==> config.mk <==
export PLATFORM = sky130hd
export DESIGN_NAME = host_micro_bus_port
export DESIGN_NICKNAME = d
export VERILOG_FILES = /design/src/rtl/host_port_pkg.sv /design/src/rtl/tx_word_fifo.sv /design/src/rtl/host_micro_bus_port.sv
export SDC_FILE = /design/constraint.sdc
export NUM_CORES = 1
export LEC_CHECK = 0
export BUFFER_PORTS_ARGS = -buffer_cell sky130_fd_sc_hd__buf_2
export CAP_MARGIN = 10
export CELL_PAD_IN_SITES_DETAIL_PLACEMENT = 0
export CELL_PAD_IN_SITES_GLOBAL_PLACEMENT = 1
export CORE_MARGIN = 8
export CORE_UTILIZATION = 48
export CTS_CLUSTER_SIZE = 10
export DETAILED_ROUTE_END_ITERATION = 8
export MAX_ROUTING_LAYER = met4
export PLACE_DENSITY = 0.87
export SLEW_MARGIN = 25
export SYNTH_ARGS = -nofsm -noshare
export SYNTH_HDL_FRONTEND = slang
export SYNTH_HIERARCHICAL = 1
export SYNTH_SLANG_ARGS = --single-unit
==> constraint.sdc <==
create_clock -name i_clk -period 7.3 [get_ports i_clk]
set_clock_uncertainty 0.2 [all_clocks]
set_input_delay 0.365 -clock i_clk [delete_from_list [all_inputs] [get_ports i_clk]]
set_output_delay 0.365 -clock i_clk [all_outputs]
set_load 0.01 [all_outputs]
==> src/rtl/host_port_pkg.sv <==
package host_port_pkg;

    // Pin and word widths
    localparam int ADDR_W    = 7;
    localparam int BUS_W     = 16;
    localparam int WORD_W    = 32;
    localparam int QIDX_W    = 5;
    localparam int SYNC_W    = 29;

    // Quadlet indexes of the fifo windows inside the 7-bit byte address space
    localparam logic [4:0] TX_QIDX = 5'h1e;
    localparam logic [4:0] RX_QIDX = 5'h1f;

    // Transmit fifo shape
    localparam int TX_FIFO_DEPTH = 4;

    // Size pin codes, written as {size_sel_hi, size_sel_lo}
    localparam logic [1:0] SZ_CF_4B  = 2'h0;
    localparam logic [1:0] SZ_CF_1B  = 2'h1;
    localparam logic [1:0] SZ_CF_2B  = 2'h2;
    localparam logic [1:0] SZ_CF_16B = 2'h3;

    // Words moved per burst-processor access
    localparam logic [3:0] WORDS_4B  = 4'h2;
    localparam logic [3:0] WORDS_2B  = 4'h1;
    localparam logic [3:0] WORDS_16B = 4'h8;

    // Reset values
    // Bus clock and select start high, so release gives no false edge
    localparam logic [SYNC_W-1:0] SYNC_RST = 29'h1800_0000;
    localparam logic [BUS_W-1:0]  DOUT_RST = 16'h0;
    localparam logic [WORD_W-1:0] WORD_RST = 32'h0;

    typedef enum logic [2:0] {
        S_IDLE,
        S_HS_RD,
        S_HS_WR,
        S_HS_HOLD,
        S_FT_RD,
        S_FT_WR,
        S_CF_RD,
        S_CF_WR
    } state_t;

endpackage

==> src/rtl/tx_word_fifo.sv <==
`timescale 1ns/1ns
module tx_word_fifo #(
    parameter int WIDTH = 32,
    parameter int DEPTH = 4
) (
    // Clock and reset
    input  wire logic             i_clk,
    input  wire logic             i_rst,
    // Fill side
    input  wire logic             i_in_valid,
    output logic                  o_in_ready,
    input  wire logic [WIDTH-1:0] i_in_data,
    // Drain side
    output logic                  o_out_valid,
    input  wire logic             i_out_ready,
    output logic [WIDTH-1:0]      o_out_data
);

    localparam int PW = $clog2(DEPTH);

    logic [WIDTH-1:0] mem [DEPTH];
    logic [PW-1:0]    wr_ptr;
    logic [PW-1:0]    rd_ptr;
    logic [PW:0]      count;
    logic             push;
    logic             pop;

    assign o_in_ready  = count != (PW+1)'(DEPTH);
    assign o_out_valid = count != '0;
    assign o_out_data  = mem[rd_ptr];
    assign push        = i_in_valid && o_in_ready;
    assign pop         = o_out_valid && i_out_ready;

    always_ff @(posedge i_clk) begin
        if (push) begin
            mem[wr_ptr] <= i_in_data;
        end
    end

    always_ff @(posedge i_clk) begin
        if (i_rst) begin
            wr_ptr <= '0;
            rd_ptr <= '0;
            count  <= '0;
        end else begin
            if (push) begin
                wr_ptr <= (wr_ptr == PW'(DEPTH - 1)) ? '0 : wr_ptr + 1'b1;
            end
            if (pop) begin
                rd_ptr <= (rd_ptr == PW'(DEPTH - 1)) ? '0 : rd_ptr + 1'b1;
            end
            count <= count + (PW+1)'(push) - (PW+1)'(pop);
        end
    end

endmodule

==> src/rtl/host_micro_bus_port.sv <==
`timescale 1ns/1ns
// How it works
// RL1: Handshake read start drives data lines
// RL2: Handshake read ack follows next edge
// RL3: Select high ends access, releases bus
// RL4: Byte bus uses lines eight to fifteen
// RL5: Line zero is the most significant
// RL6: Handshake write acks at select sample
// RL7: Size pin change gives one-cycle error
// RL8: Bursts only in fixed and processor modes
// RL9: Select low length sets fixed burst
// RL10: Fixed read latches data every edge
// RL11: Fixed read ack delayed two, n long
// RL12: Address only first; then one-cycle transfers
// RL13: Host keeps config bursts within register
// RL14: Fixed write waits one extra cycle
// RL15: Byte writes ignore lines zero to seven
// RL16: Transmit quadlet gathered, then one push
// RL17: Host reads receive fifo whole quadlets
// RL18: Processor mode select low one cycle
// RL19: Processor read enables bus at start
// RL20: Processor mode acks once per word
// RL21: Processor single-byte size is an error
// RL22: Processor write data one cycle later
// RL23: Mode and size pins pick configuration
// RL24: Reads config/rx, writes config/tx only
// RL25: Bus clock edges; reset returns idle
module host_micro_bus_port (
    // Clock and reset
    input  wire logic        i_clk,
    input  wire logic        i_rst,
    // Host bus pins
    input  wire logic        i_host_bus_clk,
    input  wire logic        i_host_select_n,
    input  wire logic        i_write_not_read,
    input  wire logic [6:0]  i_host_addr_bus,
    input  wire logic [0:15] i_host_data_bus,
    output logic      [0:15] o_host_data_bus,
    output logic             o_host_data_oe,
    output logic             o_access_ack_n,
    output logic             o_transfer_error_n,
    input  wire logic        i_size_sel_hi,
    input  wire logic        i_size_sel_lo,
    input  wire logic        i_burst_cpu_mode_pin,
    // Configuration register space
    output logic      [4:0]  o_cfg_rd_idx,
    input  wire logic [31:0] i_cfg_rd_data,
    output logic             o_cfg_wr_en,
    output logic      [4:0]  o_cfg_wr_idx,
    output logic      [31:0] o_cfg_wr_data,
    output logic      [3:0]  o_cfg_wr_strb,
    // Receive fifo
    input  wire logic        i_rx_valid,
    input  wire logic [31:0] i_rx_data,
    output logic             o_rx_pop,
    // Transmit fifo drain
    output logic             o_tx_valid,
    input  wire logic        i_tx_ready,
    output logic      [31:0] o_tx_data
);

    function automatic logic [0:15] get_lane(input logic [31:0] w, input logic [1:0] off, input logic wide);
        logic [7:0] b;
        b = w[8'(31 - 8 * int'(off)) -: 8];
        if (wide) begin
            get_lane = off[1] ? w[15:0] : w[31:16];
        end else begin
            get_lane = {8'h00, b};
        end
    endfunction

    function automatic logic lane_last(input logic [1:0] off, input logic wide);
        lane_last = wide ? off[1] : (off == 2'h3);
    endfunction

    function automatic logic [3:0] lane_strb(input logic [1:0] off, input logic wide);
        if (wide) begin
            lane_strb = off[1] ? 4'h3 : 4'hc;
        end else begin
            lane_strb = 4'h8 >> off;
        end
    endfunction

    function automatic logic [31:0] strb_mask(input logic [3:0] s);
        strb_mask = {{8{s[3]}}, {8{s[2]}}, {8{s[1]}}, {8{s[0]}}};
    endfunction

    function automatic logic [3:0] cf_words(input logic [1:0] sz);
        case (sz)
            host_port_pkg::SZ_CF_4B:  cf_words = host_port_pkg::WORDS_4B;
            host_port_pkg::SZ_CF_2B:  cf_words = host_port_pkg::WORDS_2B;
            host_port_pkg::SZ_CF_16B: cf_words = host_port_pkg::WORDS_16B;
            default:                  cf_words = 4'h0;
        endcase
    endfunction

    // Pin synchroniser and bus clock edge finder
    logic [28:0] sync1;
    logic [28:0] sync2;
    logic        bclk_prev;
    always_ff @(posedge i_clk) begin
        if (i_rst) begin
            sync1     <= host_port_pkg::SYNC_RST;
            sync2     <= host_port_pkg::SYNC_RST;
            bclk_prev <= 1'b1;
        end else begin
            sync1     <= {i_host_bus_clk, i_host_select_n, i_write_not_read, i_size_sel_hi,
                          i_size_sel_lo, i_burst_cpu_mode_pin, i_host_addr_bus, i_host_data_bus};
            sync2     <= sync1;
            bclk_prev <= sync2[28];
        end
    end

    logic        tick;
    logic        sel_n_s;
    logic        wnr_s;
    logic [1:0]  size_s;
    logic        cf_s;
    logic [6:0]  addr_s;
    logic [0:15] din_s;
    assign tick    = sync2[28] && !bclk_prev; // RL25
    assign sel_n_s = sync2[27];
    assign wnr_s   = sync2[26];
    assign size_s  = sync2[25:24];
    assign cf_s    = sync2[23];
    assign addr_s  = sync2[22:16];
    assign din_s   = sync2[15:0]; // RL5

    host_port_pkg::state_t state;
    logic        wide;
    logic [6:0]  cur_addr;
    logic [1:0]  size_q;
    logic [1:0]  v_pipe;
    logic [0:15] d0;
    logic [0:15] d1;
    logic        pend;
    logic [3:0]  words_left;
    logic        fifo_in_ready;

    // Mode decode at the select sample
    logic start;
    logic start_hs;
    logic start_wide;
    assign start      = tick && state == host_port_pkg::S_IDLE && !sel_n_s;
    assign start_hs   = !cf_s && size_s[1]; // RL23
    assign start_wide = cf_s || !size_s[0]; // RL21

    // Read source for the current address
    logic [6:0]  eff_addr;
    logic        eff_wide;
    logic [31:0] rd_word;
    logic [0:15] rd_lane;
    assign eff_addr     = (state == host_port_pkg::S_IDLE) ? addr_s : cur_addr; // RL12
    assign eff_wide     = (state == host_port_pkg::S_IDLE) ? start_wide : wide;
    assign o_cfg_rd_idx = eff_addr[6:2];
    always_comb begin
        if (eff_addr[6:2] == host_port_pkg::RX_QIDX) begin
            rd_word = i_rx_valid ? i_rx_data : host_port_pkg::WORD_RST;
        end else if (eff_addr[6:2] == host_port_pkg::TX_QIDX) begin
            rd_word = host_port_pkg::WORD_RST;
        end else begin
            rd_word = i_cfg_rd_data; // RL24
        end
    end
    assign rd_lane = get_lane(rd_word, eff_addr[1:0], eff_wide); // RL4

    // Transfer strobes; rd_go and wr_go aligned to a bus clock edge, tx_block and size_chg not
    logic tx_block;
    logic rd_go;
    logic wr_go;
    logic size_chg;
    logic err_now;
    assign tx_block = eff_addr[6:2] == host_port_pkg::TX_QIDX && lane_last(eff_addr[1:0], eff_wide)
                      && !fifo_in_ready;
    assign rd_go    = tick && ((start && wnr_s && !cf_s)
                      || (state == host_port_pkg::S_FT_RD && !sel_n_s)
                      || (state == host_port_pkg::S_CF_RD && words_left != 4'h0));
    assign wr_go    = tick && ((start && !wnr_s && start_hs && !tx_block)
                      || (state == host_port_pkg::S_HS_WR && !sel_n_s && !tx_block)
                      || (state == host_port_pkg::S_FT_WR && pend)
                      || (state == host_port_pkg::S_CF_WR && words_left != 4'h0));
    assign size_chg = state != host_port_pkg::S_IDLE && size_s != size_q;
    assign err_now  = size_chg // RL7
                      || (start && cf_s && size_s == host_port_pkg::SZ_CF_1B) // RL21
                      || (wr_go && tx_block && state != host_port_pkg::S_HS_WR && !(start && start_hs));

    always_ff @(posedge i_clk) begin
        if (i_rst) begin
            o_transfer_error_n <= 1'b1;
        end else if (tick) begin
            o_transfer_error_n <= !err_now; // RL7
        end
    end

    always_ff @(posedge i_clk) begin
        if (i_rst) begin
            cur_addr <= '0;
        end else if (rd_go || wr_go) begin
            cur_addr <= eff_addr + (eff_wide ? 7'h2 : 7'h1); // RL12
        end else if (start) begin
            cur_addr <= addr_s;
        end
    end

    // Access sequencer
    always_ff @(posedge i_clk) begin
        if (i_rst) begin
            state           <= host_port_pkg::S_IDLE; // RL25
            o_access_ack_n  <= 1'b1;
            o_host_data_oe  <= 1'b0;
            o_host_data_bus <= host_port_pkg::DOUT_RST;
            wide            <= 1'b1;
            size_q          <= '0;
            v_pipe          <= '0;
            d0              <= host_port_pkg::DOUT_RST;
            d1              <= host_port_pkg::DOUT_RST;
            pend            <= 1'b0;
            words_left      <= '0;
        end else if (tick) begin
            if (size_chg) begin
                size_q <= size_s;
            end
            case (state)
                host_port_pkg::S_IDLE: begin
                    o_access_ack_n <= 1'b1;
                    o_host_data_oe <= 1'b0;
                    if (start) begin
                        size_q <= size_s;
                        wide   <= start_wide;
                        if (cf_s) begin
                            if (size_s != host_port_pkg::SZ_CF_1B) begin
                                words_left     <= cf_words(size_s); // RL20
                                o_host_data_oe <= wnr_s; // RL19
                                state          <= wnr_s ? host_port_pkg::S_CF_RD : host_port_pkg::S_CF_WR;
                            end
                        end else if (start_hs) begin
                            if (wnr_s) begin
                                o_host_data_oe  <= 1'b1; // RL1
                                o_host_data_bus <= rd_lane;
                                state           <= host_port_pkg::S_HS_RD;
                            end else if (tx_block) begin
                                state <= host_port_pkg::S_HS_WR;
                            end else begin
                                o_access_ack_n <= 1'b0; // RL6
                                state          <= host_port_pkg::S_HS_HOLD;
                            end
                        end else if (wnr_s) begin
                            o_host_data_oe  <= 1'b1;
                            o_host_data_bus <= rd_lane; // RL10
                            d0              <= rd_lane;
                            v_pipe          <= 2'h1;
                            state           <= host_port_pkg::S_FT_RD;
                        end else begin
                            pend  <= 1'b1; // RL14
                            state <= host_port_pkg::S_FT_WR;
                        end
                    end
                end
                host_port_pkg::S_HS_RD: begin
                    if (sel_n_s) begin
                        o_access_ack_n <= 1'b1; // RL3
                        o_host_data_oe <= 1'b0;
                        state          <= host_port_pkg::S_IDLE; // RL8
                    end else begin
                        o_access_ack_n <= 1'b0; // RL2
                    end
                end
                host_port_pkg::S_HS_WR: begin
                    if (sel_n_s) begin
                        state <= host_port_pkg::S_IDLE;
                    end else if (!tx_block) begin
                        o_access_ack_n <= 1'b0; // RL6
                        state          <= host_port_pkg::S_HS_HOLD;
                    end
                end
                host_port_pkg::S_HS_HOLD: begin
                    if (sel_n_s) begin
                        o_access_ack_n <= 1'b1; // RL3
                        state          <= host_port_pkg::S_IDLE;
                    end
                end
                host_port_pkg::S_FT_RD: begin
                    v_pipe <= {v_pipe[0], !sel_n_s}; // RL9
                    d1     <= d0;
                    if (!sel_n_s) begin
                        d0 <= rd_lane; // RL10
                    end
                    o_access_ack_n <= !v_pipe[1]; // RL11
                    if (v_pipe[1]) begin
                        o_host_data_bus <= d1;
                    end
                    if (v_pipe == 2'h0 && sel_n_s) begin
                        o_access_ack_n <= 1'b1;
                        o_host_data_oe <= 1'b0;
                        state          <= host_port_pkg::S_IDLE;
                    end
                end
                host_port_pkg::S_FT_WR: begin
                    o_access_ack_n <= !pend; // RL14
                    pend           <= !sel_n_s; // RL9
                    if (!pend && sel_n_s) begin
                        state <= host_port_pkg::S_IDLE;
                    end
                end
                host_port_pkg::S_CF_RD, host_port_pkg::S_CF_WR: begin
                    if (words_left != 4'h0) begin
                        o_access_ack_n <= 1'b0; // RL20
                        words_left     <= words_left - 4'h1;
                        if (state == host_port_pkg::S_CF_RD) begin
                            o_host_data_bus <= rd_lane;
                        end
                    end else begin
                        o_access_ack_n <= 1'b1;
                        o_host_data_oe <= 1'b0;
                        state          <= host_port_pkg::S_IDLE;
                    end
                end
                default: begin
                    state <= host_port_pkg::S_IDLE;
                end
            endcase
        end
    end

    always_ff @(posedge i_clk) begin
        if (i_rst) begin
            o_rx_pop <= 1'b0;
        end else begin
            o_rx_pop <= rd_go && eff_addr[6:2] == host_port_pkg::RX_QIDX && i_rx_valid
                        && lane_last(eff_addr[1:0], eff_wide);
        end
    end

    // Captured write lane
    logic        wr_pulse;
    logic [6:0]  wr_addr;
    logic [0:15] wr_din;
    logic        wr_wide;
    logic        wr_tx;
    always_ff @(posedge i_clk) begin
        if (i_rst) begin
            wr_pulse <= 1'b0;
            wr_addr  <= '0;
            wr_din   <= host_port_pkg::DOUT_RST;
            wr_wide  <= 1'b1;
            wr_tx    <= 1'b0;
        end else begin
            wr_pulse <= wr_go && !tx_block;
            if (wr_go) begin
                wr_addr <= eff_addr;
                wr_din  <= eff_wide ? din_s : {8'h00, din_s[8:15]}; // RL15
                wr_wide <= eff_wide;
                wr_tx   <= eff_addr[6:2] == host_port_pkg::TX_QIDX;
            end
        end
    end

    logic [3:0]  wr_strb;
    logic [31:0] wr_word;
    assign wr_strb = lane_strb(wr_addr[1:0], wr_wide);
    assign wr_word = wr_wide ? {wr_din, wr_din} : {4{wr_din[8:15]}};

    always_ff @(posedge i_clk) begin
        if (i_rst) begin
            o_cfg_wr_en   <= 1'b0;
            o_cfg_wr_idx  <= '0;
            o_cfg_wr_data <= host_port_pkg::WORD_RST;
            o_cfg_wr_strb <= '0;
        end else begin
            o_cfg_wr_en <= wr_pulse && !wr_tx && wr_addr[6:2] != host_port_pkg::RX_QIDX; // RL24
            if (wr_pulse) begin
                o_cfg_wr_idx  <= wr_addr[6:2];
                o_cfg_wr_data <= wr_word;
                o_cfg_wr_strb <= wr_strb;
            end
        end
    end

    // Transmit quadlet gathering
    logic [31:0] tx_hold;
    logic [31:0] tx_merged;
    logic        push_v;
    logic [31:0] push_d;
    assign tx_merged = (tx_hold & ~strb_mask(wr_strb)) | (wr_word & strb_mask(wr_strb));
    always_ff @(posedge i_clk) begin
        if (i_rst) begin
            tx_hold <= host_port_pkg::WORD_RST;
            push_v  <= 1'b0;
            push_d  <= host_port_pkg::WORD_RST;
        end else begin
            push_v <= wr_pulse && wr_tx && lane_last(wr_addr[1:0], wr_wide); // RL16
            if (wr_pulse && wr_tx) begin
                tx_hold <= tx_merged;
                push_d  <= tx_merged;
            end
        end
    end

    tx_word_fifo #(
        .WIDTH (host_port_pkg::WORD_W),
        .DEPTH (host_port_pkg::TX_FIFO_DEPTH)
    ) u_tx_fifo (
        .i_clk       (i_clk),
        .i_rst       (i_rst),
        .i_in_valid  (push_v),
        .o_in_ready  (fifo_in_ready),
        .i_in_data   (push_d),
        .o_out_valid (o_tx_valid),
        .i_out_ready (i_tx_ready),
        .o_out_data  (o_tx_data)
    );

    hs_rd_drive_a: assert property (@(posedge i_clk) disable iff (i_rst) // RL1
        start && start_hs && wnr_s |=> o_host_data_oe && o_access_ack_n)
        else $error("handshake read did not drive data");
    hs_rd_ack_a: assert property (@(posedge i_clk) disable iff (i_rst) // RL2
        tick && state == host_port_pkg::S_HS_RD && !sel_n_s |=> !o_access_ack_n && o_host_data_oe)
        else $error("handshake read ack missing");
    hs_end_a: assert property (@(posedge i_clk) disable iff (i_rst) // RL3
        tick && sel_n_s && (state == host_port_pkg::S_HS_RD || state == host_port_pkg::S_HS_HOLD)
        |=> o_access_ack_n && !o_host_data_oe && state == host_port_pkg::S_IDLE)
        else $error("handshake end not released");
    byte_lanes_a: assert property (@(posedge i_clk) disable iff (i_rst) // RL4
        o_host_data_oe && !wide && state != host_port_pkg::S_IDLE |-> o_host_data_bus[0:7] == 8'h00)
        else $error("byte bus drove upper lines");
    hs_wr_ack_a: assert property (@(posedge i_clk) disable iff (i_rst) // RL6
        start && start_hs && !wnr_s && !tx_block |=> (!o_access_ack_n) [*4])
        else $error("handshake write ack late");
    size_err_a: assert property (@(posedge i_clk) disable iff (i_rst) // RL7
        tick && size_chg |=> !o_transfer_error_n)
        else $error("size change not flagged");
    err_once_a: assert property (@(posedge i_clk) disable iff (i_rst) // RL7
        tick && !o_transfer_error_n && !err_now |=> o_transfer_error_n)
        else $error("error strobe too long");
    ft_rd_ack_a: assert property (@(posedge i_clk) disable iff (i_rst) // RL11
        tick && state == host_port_pkg::S_FT_RD && v_pipe[1] |=> !o_access_ack_n && o_host_data_bus == $past(d1))
        else $error("fixed read ack or data wrong");
    ft_wr_wait_a: assert property (@(posedge i_clk) disable iff (i_rst) // RL14
        start && !cf_s && !start_hs && !wnr_s |=> o_access_ack_n && pend)
        else $error("fixed write skipped wait");
    cf_burst_a: assert property (@(posedge i_clk) disable iff (i_rst) // RL20
        tick && state == host_port_pkg::S_CF_RD && words_left != 4'h0 |=> !o_access_ack_n)
        else $error("burst word not acked");
    cf_byte_a: assert property (@(posedge i_clk) disable iff (i_rst) // RL21
        start && cf_s && size_s == host_port_pkg::SZ_CF_1B
        |=> !o_transfer_error_n && state == host_port_pkg::S_IDLE && !o_host_data_oe)
        else $error("single byte size accepted");
    rst_idle_a: assert property (@(posedge i_clk) disable iff (i_rst) // RL25
        $fell(i_rst) |-> o_access_ack_n && !o_host_data_oe && o_transfer_error_n)
        else $error("reset left bus active");

    hs_read_c: cover property (@(posedge i_clk) disable iff (i_rst) start && start_hs && wnr_s);
    ft_burst_c: cover property (@(posedge i_clk) disable iff (i_rst) v_pipe == 2'h3);
    cf_16b_c: cover property (@(posedge i_clk) disable iff (i_rst) words_left == host_port_pkg::WORDS_16B);
    err_c: cover property (@(posedge i_clk) disable iff (i_rst) !o_transfer_error_n);

endmodule

==> summary.md, run 1 <==
| Metric | Value |
|---|---|
| Power density over cell area | `255.8 nW/um^2` |
| Synthesized area | `14,600 um^2` |
| Dpl hpwl | `24,620 um` |
| Detailed-route DRC error count | `0` |
| CP endpoint kind | `flip-flop` |
| Setup TNS | `0 ps` |
| DR iter-0 viols | `712` |
| Final WL | `36,860 um` |
| RSZ-0062 raised after global routing | `no` |
| Vias in the first global route | `10,100` |
| Max Cap Viol | `0` |
| Die area | `36,250 um^2` |
| Final Net Count | `1,554` |
| WP data arrival | `4350 ps` |
| Tmin final | `4117 ps` |
| Max IR drop VDD | `209.8 uV` |
| Syn Inst Count | `1,274` |
| Via count | `10,340` |
| Worst skew pair latency | `540 ps` |
| Initial antenna violation count | `1` |
| Synth cell types | `76` |
| Crit-path max FO | `20` |
| Fraction of registers with async set/reset | `0%` |
| Synth Register Bits | `353` |
| Post-route ant nets | `0` |
| Die width | `190.4 um` |
| Slowest stage cell, crit path | `dfxtp_1` |
| Worst path cell trace | `or3_1 -> mux2i_2 -> nand2_2 -> o41ai_4 -> buf_4 -> nand2_1 -> a211oi_1` |
| Power consumption | `4.394 mW` |
| GR Overflow Total | `0` |
| Layout Utilization | `56.75%` |
| Initial DRT Pass Iterations | `5` |
| Clock transition at path regs | `60 ps` |
| Die Span Y | `190.4 um` |
| Number of synthesized flops with an enable pin | `128` |
| Htree depth | `2` |
| Setup violators final | `0` |
| Worst slew margin relative to its limit | `36.33%` |
| Ys Warns | `6` |
| CP top delay family | `simple AND/OR/NAND/NOR gates` |
| GP Congestion | `0.9275` |
| Largest net degree at the start of global routing | `112` |
| Syn_area_per_cell | `11.46 um^2` |
| Slew Viols, Final | `0` |
| Period utilisation layout | `56.39%` |
| Type of the worst setup path | `reg -> reg` |
| Row count | `64` |
| CTS tree | `done` |
| Outcome | `completed` |
| Placeable Area | `30,270 um^2` |
| CP Launch Type | `flip-flop` |
| Crit path buf inv count | `1` |
| Clk buf depth | `3` |
| I/O pin total | `197` |
| WP data required | `7540 ps` |
| PortBufs | `196` |
| Path type of the worst min-delay path | `in -> reg` |
| Syn nets | `1,383` |
| Routed len/inst | `19.72 um` |
| Filler Cell Count | `2,548` |
| Post-CTS Resized | `0` |
| Seq/Total Area, Yosys | `57.18%` |
| Leakage | `6.292 nW` |
| Hold violation count in the final report | `0` |
| Starting utilization of the core area | `48.23%` |
| First-pass GRT wire length | `56,650 um` |
| Top_reg_cell synth | `dfxtp_1` |
| Area grow syn2layout | `17.67%` |
| CP max stage delay | `820 ps` |
| Clock Root Buffer | `clkbuf_16` |
| Cts bufs inserted | `42` |
| Via density | `5.530` |
| Slew of the pin with the lowest slew margin | `949.9 ps` |
| FMAX | `242.9 MHz` |
| Ratio of cells with drive above 1 in the final layout | `23.64%` |
| CTS Sinks | `353` |
| Total GRT Usage | `20.19%` |
-- registers in the layout, summed over array words and instances (netlist names), 3 cells and up, named ones only --
name	flops
o_cfg_wr_data	16
state	3
wr_din	16
u_tx_fifo/count	3
o_cfg_wr_strb	4
sync1	29
words_left	4
u_tx_fifo/mem	128
d0	16
d1	16
o_cfg_wr_idx	5
sync2	29
o_host_data_bus	16
wr_addr	7
cur_addr	7
-- path summary, 6_finish.rpt --
kind	endpoint	from	depth (start not counted)	slack, ps
max	wr_addr[1]$_SDFFE_PP0P_	state[0]$_SDFFE_PP0P_	7	3180
min reg2reg	sync2[28]$_SDFF_PP1_	sync1[28]$_SDFF_PP1_	1	210
max reg2reg	wr_addr[1]$_SDFFE_PP0P_	state[0]$_SDFFE_PP0P_	7	3180
min	flip-flop	i_tx_ready	4	40
-- routing by layer --
metal,track usage (%),share of wire (%),wire length [um]
met3,2.414,4.8,1756
met5,-,0,0
met4,6.623,2.7,995
met1,25.53,43,15840
met2,33.45,50,18260
-- through the flow --
step / area [um^2] / setup WS [ps] / hold slack (ps) / cells
2_1_floorplan: 14600 / 4188 / 189.5 / 1274
3_3_place_gp: 15610 / 2543 / 191.6 / 1767
3_5_place_dp: 15630 / 2716 / 195.2 / 1767
4_1_cts: 17170 / 2722 / 40.04 / 1867
5_1_grt: 17180 / 2955 / 62.70 / 1869
6_report: 17180 / 3183 / 42.83 / 1869
-- where the power goes --
group          internal [mW]  switching (mW)
sequential              2.06          0.0320
combinational          0.207           0.207
clock                   1.13           0.766
-- cell usage in the layout (no fill, tap or decap), types with 5 or more instances in the layout --
master         instances
nor2_1               102
nor3_1                19
a211oi_1              39
a22oi_1                8
nand2b_1              17
a22o_1                21
nor2b_1               59
o21ai_0               12
o2bb2ai_1              7
o22ai_1               11
o211ai_1               6
clkbuf_1              21
a21oi_1               83
edfxtp_1             128
a32oi_1                7
buf_2                195
dfxtp_1              222
mux4_2                32
buf_4                 12
o21ai_1               26
nand3_1               18
a211o_1                5
nor3_2                 9
a311oi_1               6
clkbuf_16             42
or2_2                  9
a2111oi_2              5
nand2_1               97
a31oi_1                5
or3_1                  8
a221oi_1              16
nor3b_1               12
inv_1                 24
xnor2_1                6
ha_1                  10
and3_1                11
mux2i_1               55
dlygate4sd3_1         29
-- synth_stat cells (9+ instances only) --
library cell | n | area, um^2
a221oi_1 | 16 | 140.1
a211oi_1 | 39 | 292.8
o21ai_1 | 26 | 130.1
nand3_1 | 18 | 90.09
clkbuf_1 | 54 | 202.7
nand2b_1 | 17 | 106.4
o22ai_1 | 11 | 68.82
o21ai_0 | 12 | 60.06
nor3b_1 | 12 | 90.09
dfxtp_1 | 225 | 4504
nor2_1 | 103 | 386.6
mux2i_1 | 56 | 560.5
nor2b_1 | 59 | 369.1
ha_1 | 10 | 125.1
buf_4 | 26 | 195.2
or2_2 | 9 | 56.30
and3_1 | 12 | 75.07
inv_1 | 24 | 90.09
nor3_1 | 22 | 110.1
a21oi_1 | 83 | 415.4
a22o_1 | 21 | 183.9
nand2_1 | 97 | 364.1
mux4_2 | 32 | 720.7
edfxtp_1 | 128 | 3844
buf_2 | 15 | 75.07
-- area by class of cell --
cell class                 count  area (um^2)  area share [%]
sequential                   353         8352           48.62
multi-input combinational    786         5614           32.68
timing repair buffer         237         1368           7.961
clock buffer                  65         1157           6.737
tap                          396        495.5           2.884
clock inverter                 6        95.09          0.5535
inverter                      25        95.09          0.5535
antenna                        1        2.502         0.01457
-- worst reg2reg max path, stage by stage, from the launching register on --
cell and delay [ps]:
dfxtp_1 820, or3_1 600, mux2i_2 740, nand2_2 240, o41ai_4 460, buf_4 300, nand2_1 340, a211oi_1 330
-- cell families (layout without fill, tap and decap cells) --
logic type / after synthesis / count (layout) / share of synthesized area [%]
buf+inv: 135 / 333 / 4.637
xor+xnor: 7 / 7 / 0.4200
compound gates: 280 / 280 / 13.56
mux: 94 / 94 / 9.290
flops: 353 / 353 / 57.18
fa+ha+maj: 12 / 12 / 1.131
simple gates: 393 / 393 / 13.78
other cells: 0 / 1 / 0
-- what timing repair did --
| action | CTS | global route |
|---|---|---|
| hold endpoints to repair | 29 | 0 |
| hold buffers | 29 | 0 |
| setup buffers | 0 | 0 |
No activity file was read; power rests on OpenSTA's default activity.
==> run 2, diff against run 1 <==
--- a/config.mk
+++ b/config.mk
@@ -5,16 +5,17 @@
 export SDC_FILE = /design/constraint.sdc
 export NUM_CORES = 1
 export LEC_CHECK = 0
+export ABC_AREA = 1
 export BUFFER_PORTS_ARGS = -buffer_cell sky130_fd_sc_hd__buf_2
 export CAP_MARGIN = 10
 export CELL_PAD_IN_SITES_DETAIL_PLACEMENT = 0
 export CELL_PAD_IN_SITES_GLOBAL_PLACEMENT = 1
 export CORE_MARGIN = 8
-export CORE_UTILIZATION = 48
+export CORE_UTILIZATION = 44
 export CTS_CLUSTER_SIZE = 10
 export DETAILED_ROUTE_END_ITERATION = 8
 export MAX_ROUTING_LAYER = met4
-export PLACE_DENSITY = 0.87
+export PLACE_DENSITY = 0.84
 export SLEW_MARGIN = 25
 export SYNTH_ARGS = -nofsm -noshare
 export SYNTH_HDL_FRONTEND = slang
==> constraint.sdc (replaced) <==
create_clock -name i_clk -period 4.25 [get_ports i_clk]
set_clock_uncertainty 0.2 [all_clocks]
set_input_delay 0.2125 -clock i_clk [delete_from_list [all_inputs] [get_ports i_clk]]
set_output_delay 0.2125 -clock i_clk [all_outputs]
set_load 0.01 [all_outputs]
==> run 2 against run 1 <==
  * Sequential cell count unchanged
  * Worst hold slack worse by 32 ps
  * Synthesized cell count up 26%
  * Critical endpoint is now o_host_data_bus[15]$_SDFFE_PP0P_
  * Area after synthesis down 1.5%
==> summary.md, run 2 <==
| Metric | Value |
|---|---|
| R2R Setup Slk | `300 ps (-2880 ps)` |
| Type of the worst setup path | `reg -> reg` |
| Worst path cell trace | `inv_2 -> nand2_8 -> nand2_1 -> nand2_4 -> inv_2 -> nor2_2 -> nand2_1 -> nor2_4 -> nand3_1 -> nand2_1 -> dlygate4sd3_1 -> nor2_1 -> dlygate4sd3_1 -> nand2_1 -> nand2_1 -> a21oi_1` |
| Tmin final | `3948 ps (-168.8 ps)` |
| Via density | `5.042 (-8.8%)` |
| Commonest cells post-synth | `nor2_1, dfxtp_1, nand2_1` |
| Synth cell types | `51 (-33%)` |
| Synth area leaders | `dfxtp_1, edfxtp_1, nor2_1` |
| CP endpoint kind | `flip-flop` |
| Crit path buf inv count | `4 (+3)` |
| Setup violators final | `0 (unchanged)` |
| Clk buf depth | `3 (unchanged)` |
| CP max stage delay | `560 ps (-260 ps)` |
| Hold_sp | `i_cfg_rd_data[8]` |
| Total GRT Usage | `20.00% (-0.19 points)` |
| Max IR drop VDD | `296.5 uV (+41%)` |
| Slowest stage cell, crit path | `dlygate4sd3_1` |
| WP data arrival | `4210 ps (-140 ps)` |
| Post-CTS Setup Bufs | `0 (unchanged)` |
| Synthesized area | `14,390 um^2 (-1.5%)` |
| FF-to-FF End | `o_host_data_bus[15]$_SDFFE_PP0P_` |
| Setup TNS | `0 ps (unchanged)` |
| PortBufs | `196 (unchanged)` |
| R2r startpoint | `state[2]$_SDFFE_PP0P_` |
| GR Overflow Total | `0 (unchanged)` |
| Cell Area, Placed | `15,450 um^2 (-1.2%)` |
| Worst skew pair latency | `530 ps (about the same)` |
| Seq/Total Area, Yosys | `58.03% (+0.85 points)` |
| Path type of the worst min-delay path | `in -> reg` |
| Clock Root Buffer | `clkbuf_16` |
| Period utilisation layout | `92.89% (+36 points)` |
| Vias in the first global route | `11,610 (+15%)` |
| Die width | `196.8 um (+3.4%)` |
| DR iter-0 viols | `768 (+7.9%)` |
| Layout Utilization | `54.22% (-2.5 points)` |
| Synth Register Bits | `353 (unchanged)` |
| Crit path top cell by count | `nand2_1` |
| Crit-path max FO | `19 (-5.0%)` |
| Outcome | `completed` |
| GP Congestion | `0.8642 (-6.8%)` |
| Number of synthesized flops with an enable pin | `128 (unchanged)` |
| Htree depth | `2 (unchanged)` |
| CTS tree | `done` |
| Die area | `38,740 um^2 (+6.9%)` |
| Max FFs per register | `128 (unchanged)` |
| Placeable Area | `32,370 um^2 (+6.9%)` |
| Max Cap Viol | `0 (unchanged)` |
| Power density over cell area | `447.7 nW/um^2 (+75%)` |
| Filler Cell Count | `3,022 (+19%)` |
| Starting utilization of the core area | `44.44% (-3.8 points)` |
| Initial DRT Pass Iterations | `7 (+2)` |
| CTS Sinks | `353 (unchanged)` |
| Via count | `11,680 (+13%)` |
| Hold violation count in the final report | `0 (unchanged)` |
| CP top delay family | `simple AND/OR/NAND/NOR gates` |
| Top cell type's share of synthesized area | `31.31% (+0.46 points)` |
| Die Span Y | `196.8 um (+3.4%)` |
| Register area | `8349 um^2 (about the same)` |
| Most frequent cells in the layout | `nor2_1, dfxtp_1, buf_2` |
| Final WL | `38,870 um (+5.5%)` |
| Initial antenna violation count | `0 (-1)` |
| Dpl hpwl | `25,550 um (+3.8%)` |
| Syn Inst Count | `1,605 (+26%)` |
| Slew of the pin with the lowest slew margin | `816.2 ps (-133.7 ps)` |
| Leakage | `7.616 nW (+21%)` |
| Worst hold path depth | `7 (+3)` |
| Power consumption | `7.858 mW (+79%)` |
| WP data required | `4510 ps (-3030 ps)` |
| Ys Warns | `6 (unchanged)` |
| Hold EP | `d0[15]$_SDFFE_PP0P_` |
| Area grow syn2layout | `22.01%` |
| FMAX | `253.3 MHz (+4.3%)` |
| Cts bufs inserted | `42 (unchanged)` |
| Most common cell after layout, fill and taps aside | `nor2_1` |
| Clock transition at path regs | `60 ps (about the same)` |
| CP Launch Type | `flip-flop` |
| Footprint of the multi-input gates | `4852 um^2 (-14%)` |
| Cell area after layout | `17,550 um^2 (+2.2%)` |
| Top flop regs | `u_tx_fifo/mem (128), sync1 (29), sync2 (29)` |
| Final Net Count | `1,956 (+26%)` |
| Row count | `66 (+3.1%)` |
| Top reg by flops | `u_tx_fifo/mem` |
| Syn nets | `1,714 (+24%)` |
| Largest net degree at the start of global routing | `75 (-33%)` |
| Fraction of registers with async set/reset | `0% (unchanged)` |
| Slew Viols, Final | `0 (unchanged)` |
| Detailed-route DRC error count | `0 (unchanged)` |
| RSZ-0062 raised after global routing | `no` |
| I/O pin total | `197 (unchanged)` |
| Top_reg_cell synth | `dfxtp_1` |
| Syn_area_per_cell | `8.963 um^2 (-22%)` |
| Routed len/inst | `16.78 um (-15%)` |
| Ratio of cells with drive above 1 in the final layout | `17.18% (-6.5 points)` |
| Most frequent cell after synthesis | `nor2_1` |
| Post-route ant nets | `0 (unchanged)` |
| R2R depth | `16 (+9)` |
| Worst slew margin relative to its limit | `45.38% (+9.1 points)` |
| Dominant cell type by area after synthesis | `dfxtp_1` |
| First-pass GRT wire length | `61,060 um (+7.8%)` |
-- run 2: cell count changes in the layout (fill, tap and decap cells not counted), moves of 55 or more --
cell	previous run	this run
dlygate4sd3_1	29	89
inv_1	24	146
mux2i_1	55	0
nand2_1	97	171
nand3_1	18	74
nor2_1	102	257
nor2b_1	59	0
o21ai_0	12	165
-- run 2: metal layers --
metal	up-vias	wire (um)	share of wire, %	track usage [%]
met2	326	19030	49	33.93
li1	5805	-	-	-
met1	5479	16600	43	24.20
met4	0	1034	2.7	6.436
met3	72	2212	5.7	3.172
met5	-	0	0	-
-- run 2: area by class of cell --
class / instances / share of cell area (%)
multi-input cells: 990 / 27.64
repair buffers: 301 / 11.36
clock buffers: 67 / 6.522
inverters: 159 / 3.464
diodes: 1 / 0.01426
flip-flops and latches: 353 / 47.57
well taps: 442 / 3.151
clock inverters: 4 / 0.2780
-- run 2: repair_timing --
| item | 4_1_cts | 5_1_grt |
|---|---|---|
| endpoints found under the hold margin | 65 | 0 |
| setup endpoints to repair | 0 | 4 |
| hold buffers | 89 | 0 |
| resized for setup | 0 | 2 |
-- run 2: power by group --
group	internal, mW	switching (mW)	total [mW]	leakage, nW
combinational	0.428	0.680	1.11	3.89
clock	1.84	1.31	3.15	0.568
sequential	3.53	0.0643	3.60	3.16
total	5.80	2.05	7.86	7.62
-- run 2: worst reg2reg max path: cells and delay by family (launching register included) --
kind	cells	cell delay (ps)
AO/OA/AOI/OAI	1	130
buffers and inverters	4	1390
flip-flops	1	530
AND/OR/NAND/NOR	11	1630
-- run 2: worst max-delay path by stage --
stage	start	endpoint	slack [ps]	cells past startpoint
2_1_floorplan	u_tx_fifo/count[1]$_SDFF_PP0_	u_tx_fifo/mem[3][0]$_DFFE_PP_	1620	4
3_3_place_gp	state[0]$_SDFFE_PP0P_	wr_addr[4]$_SDFFE_PP0P_	1120	12
3_5_place_dp	state[2]$_SDFFE_PP0P_	cur_addr[4]$_SDFFE_PP0P_	1140	11
4_1_cts	state[2]$_SDFFE_PP0P_	d0[15]$_SDFFE_PP0P_	240	15
5_1_grt	state[2]$_SDFFE_PP0P_	o_host_data_bus[8]$_SDFFE_PP0P_	40	16
6_report	state[2]$_SDFFE_PP0P_	o_host_data_bus[15]$_SDFFE_PP0P_	300	16
-- run 2: cells by family (layout without fill, tap and decap cells) --
| kind of cell | after synthesis | count (layout) | share of synthesized area (%) |
|---|---|---|---|
| compound gates | 401 | 401 | 14.92 |
| xor+xnor | 8 | 8 | 0.4870 |
| fa+ha+maj | 12 | 12 | 1.148 |
| buf+inv | 263 | 531 | 8.427 |
| flops | 353 | 353 | 58.03 |
| other cells | 0 | 1 | 0 |
| simple gates | 568 | 569 | 16.99 |
-- run 2: metrics by stage --
| stage | setup WS [ps] | hold slack [ps] | instances |
|---|---|---|---|
| 2_1_floorplan | 1620 | 79.19 | 1605 |
| 3_3_place_gp | 1118 | 192.8 | 2155 |
| 3_5_place_dp | 1145 | 198.1 | 2155 |
| 4_1_cts | 242.7 | 0.3989 | 2315 |
| 5_1_grt | 39.27 | 46.08 | 2316 |
| 6_report | 302.1 | 10.94 | 2317 |
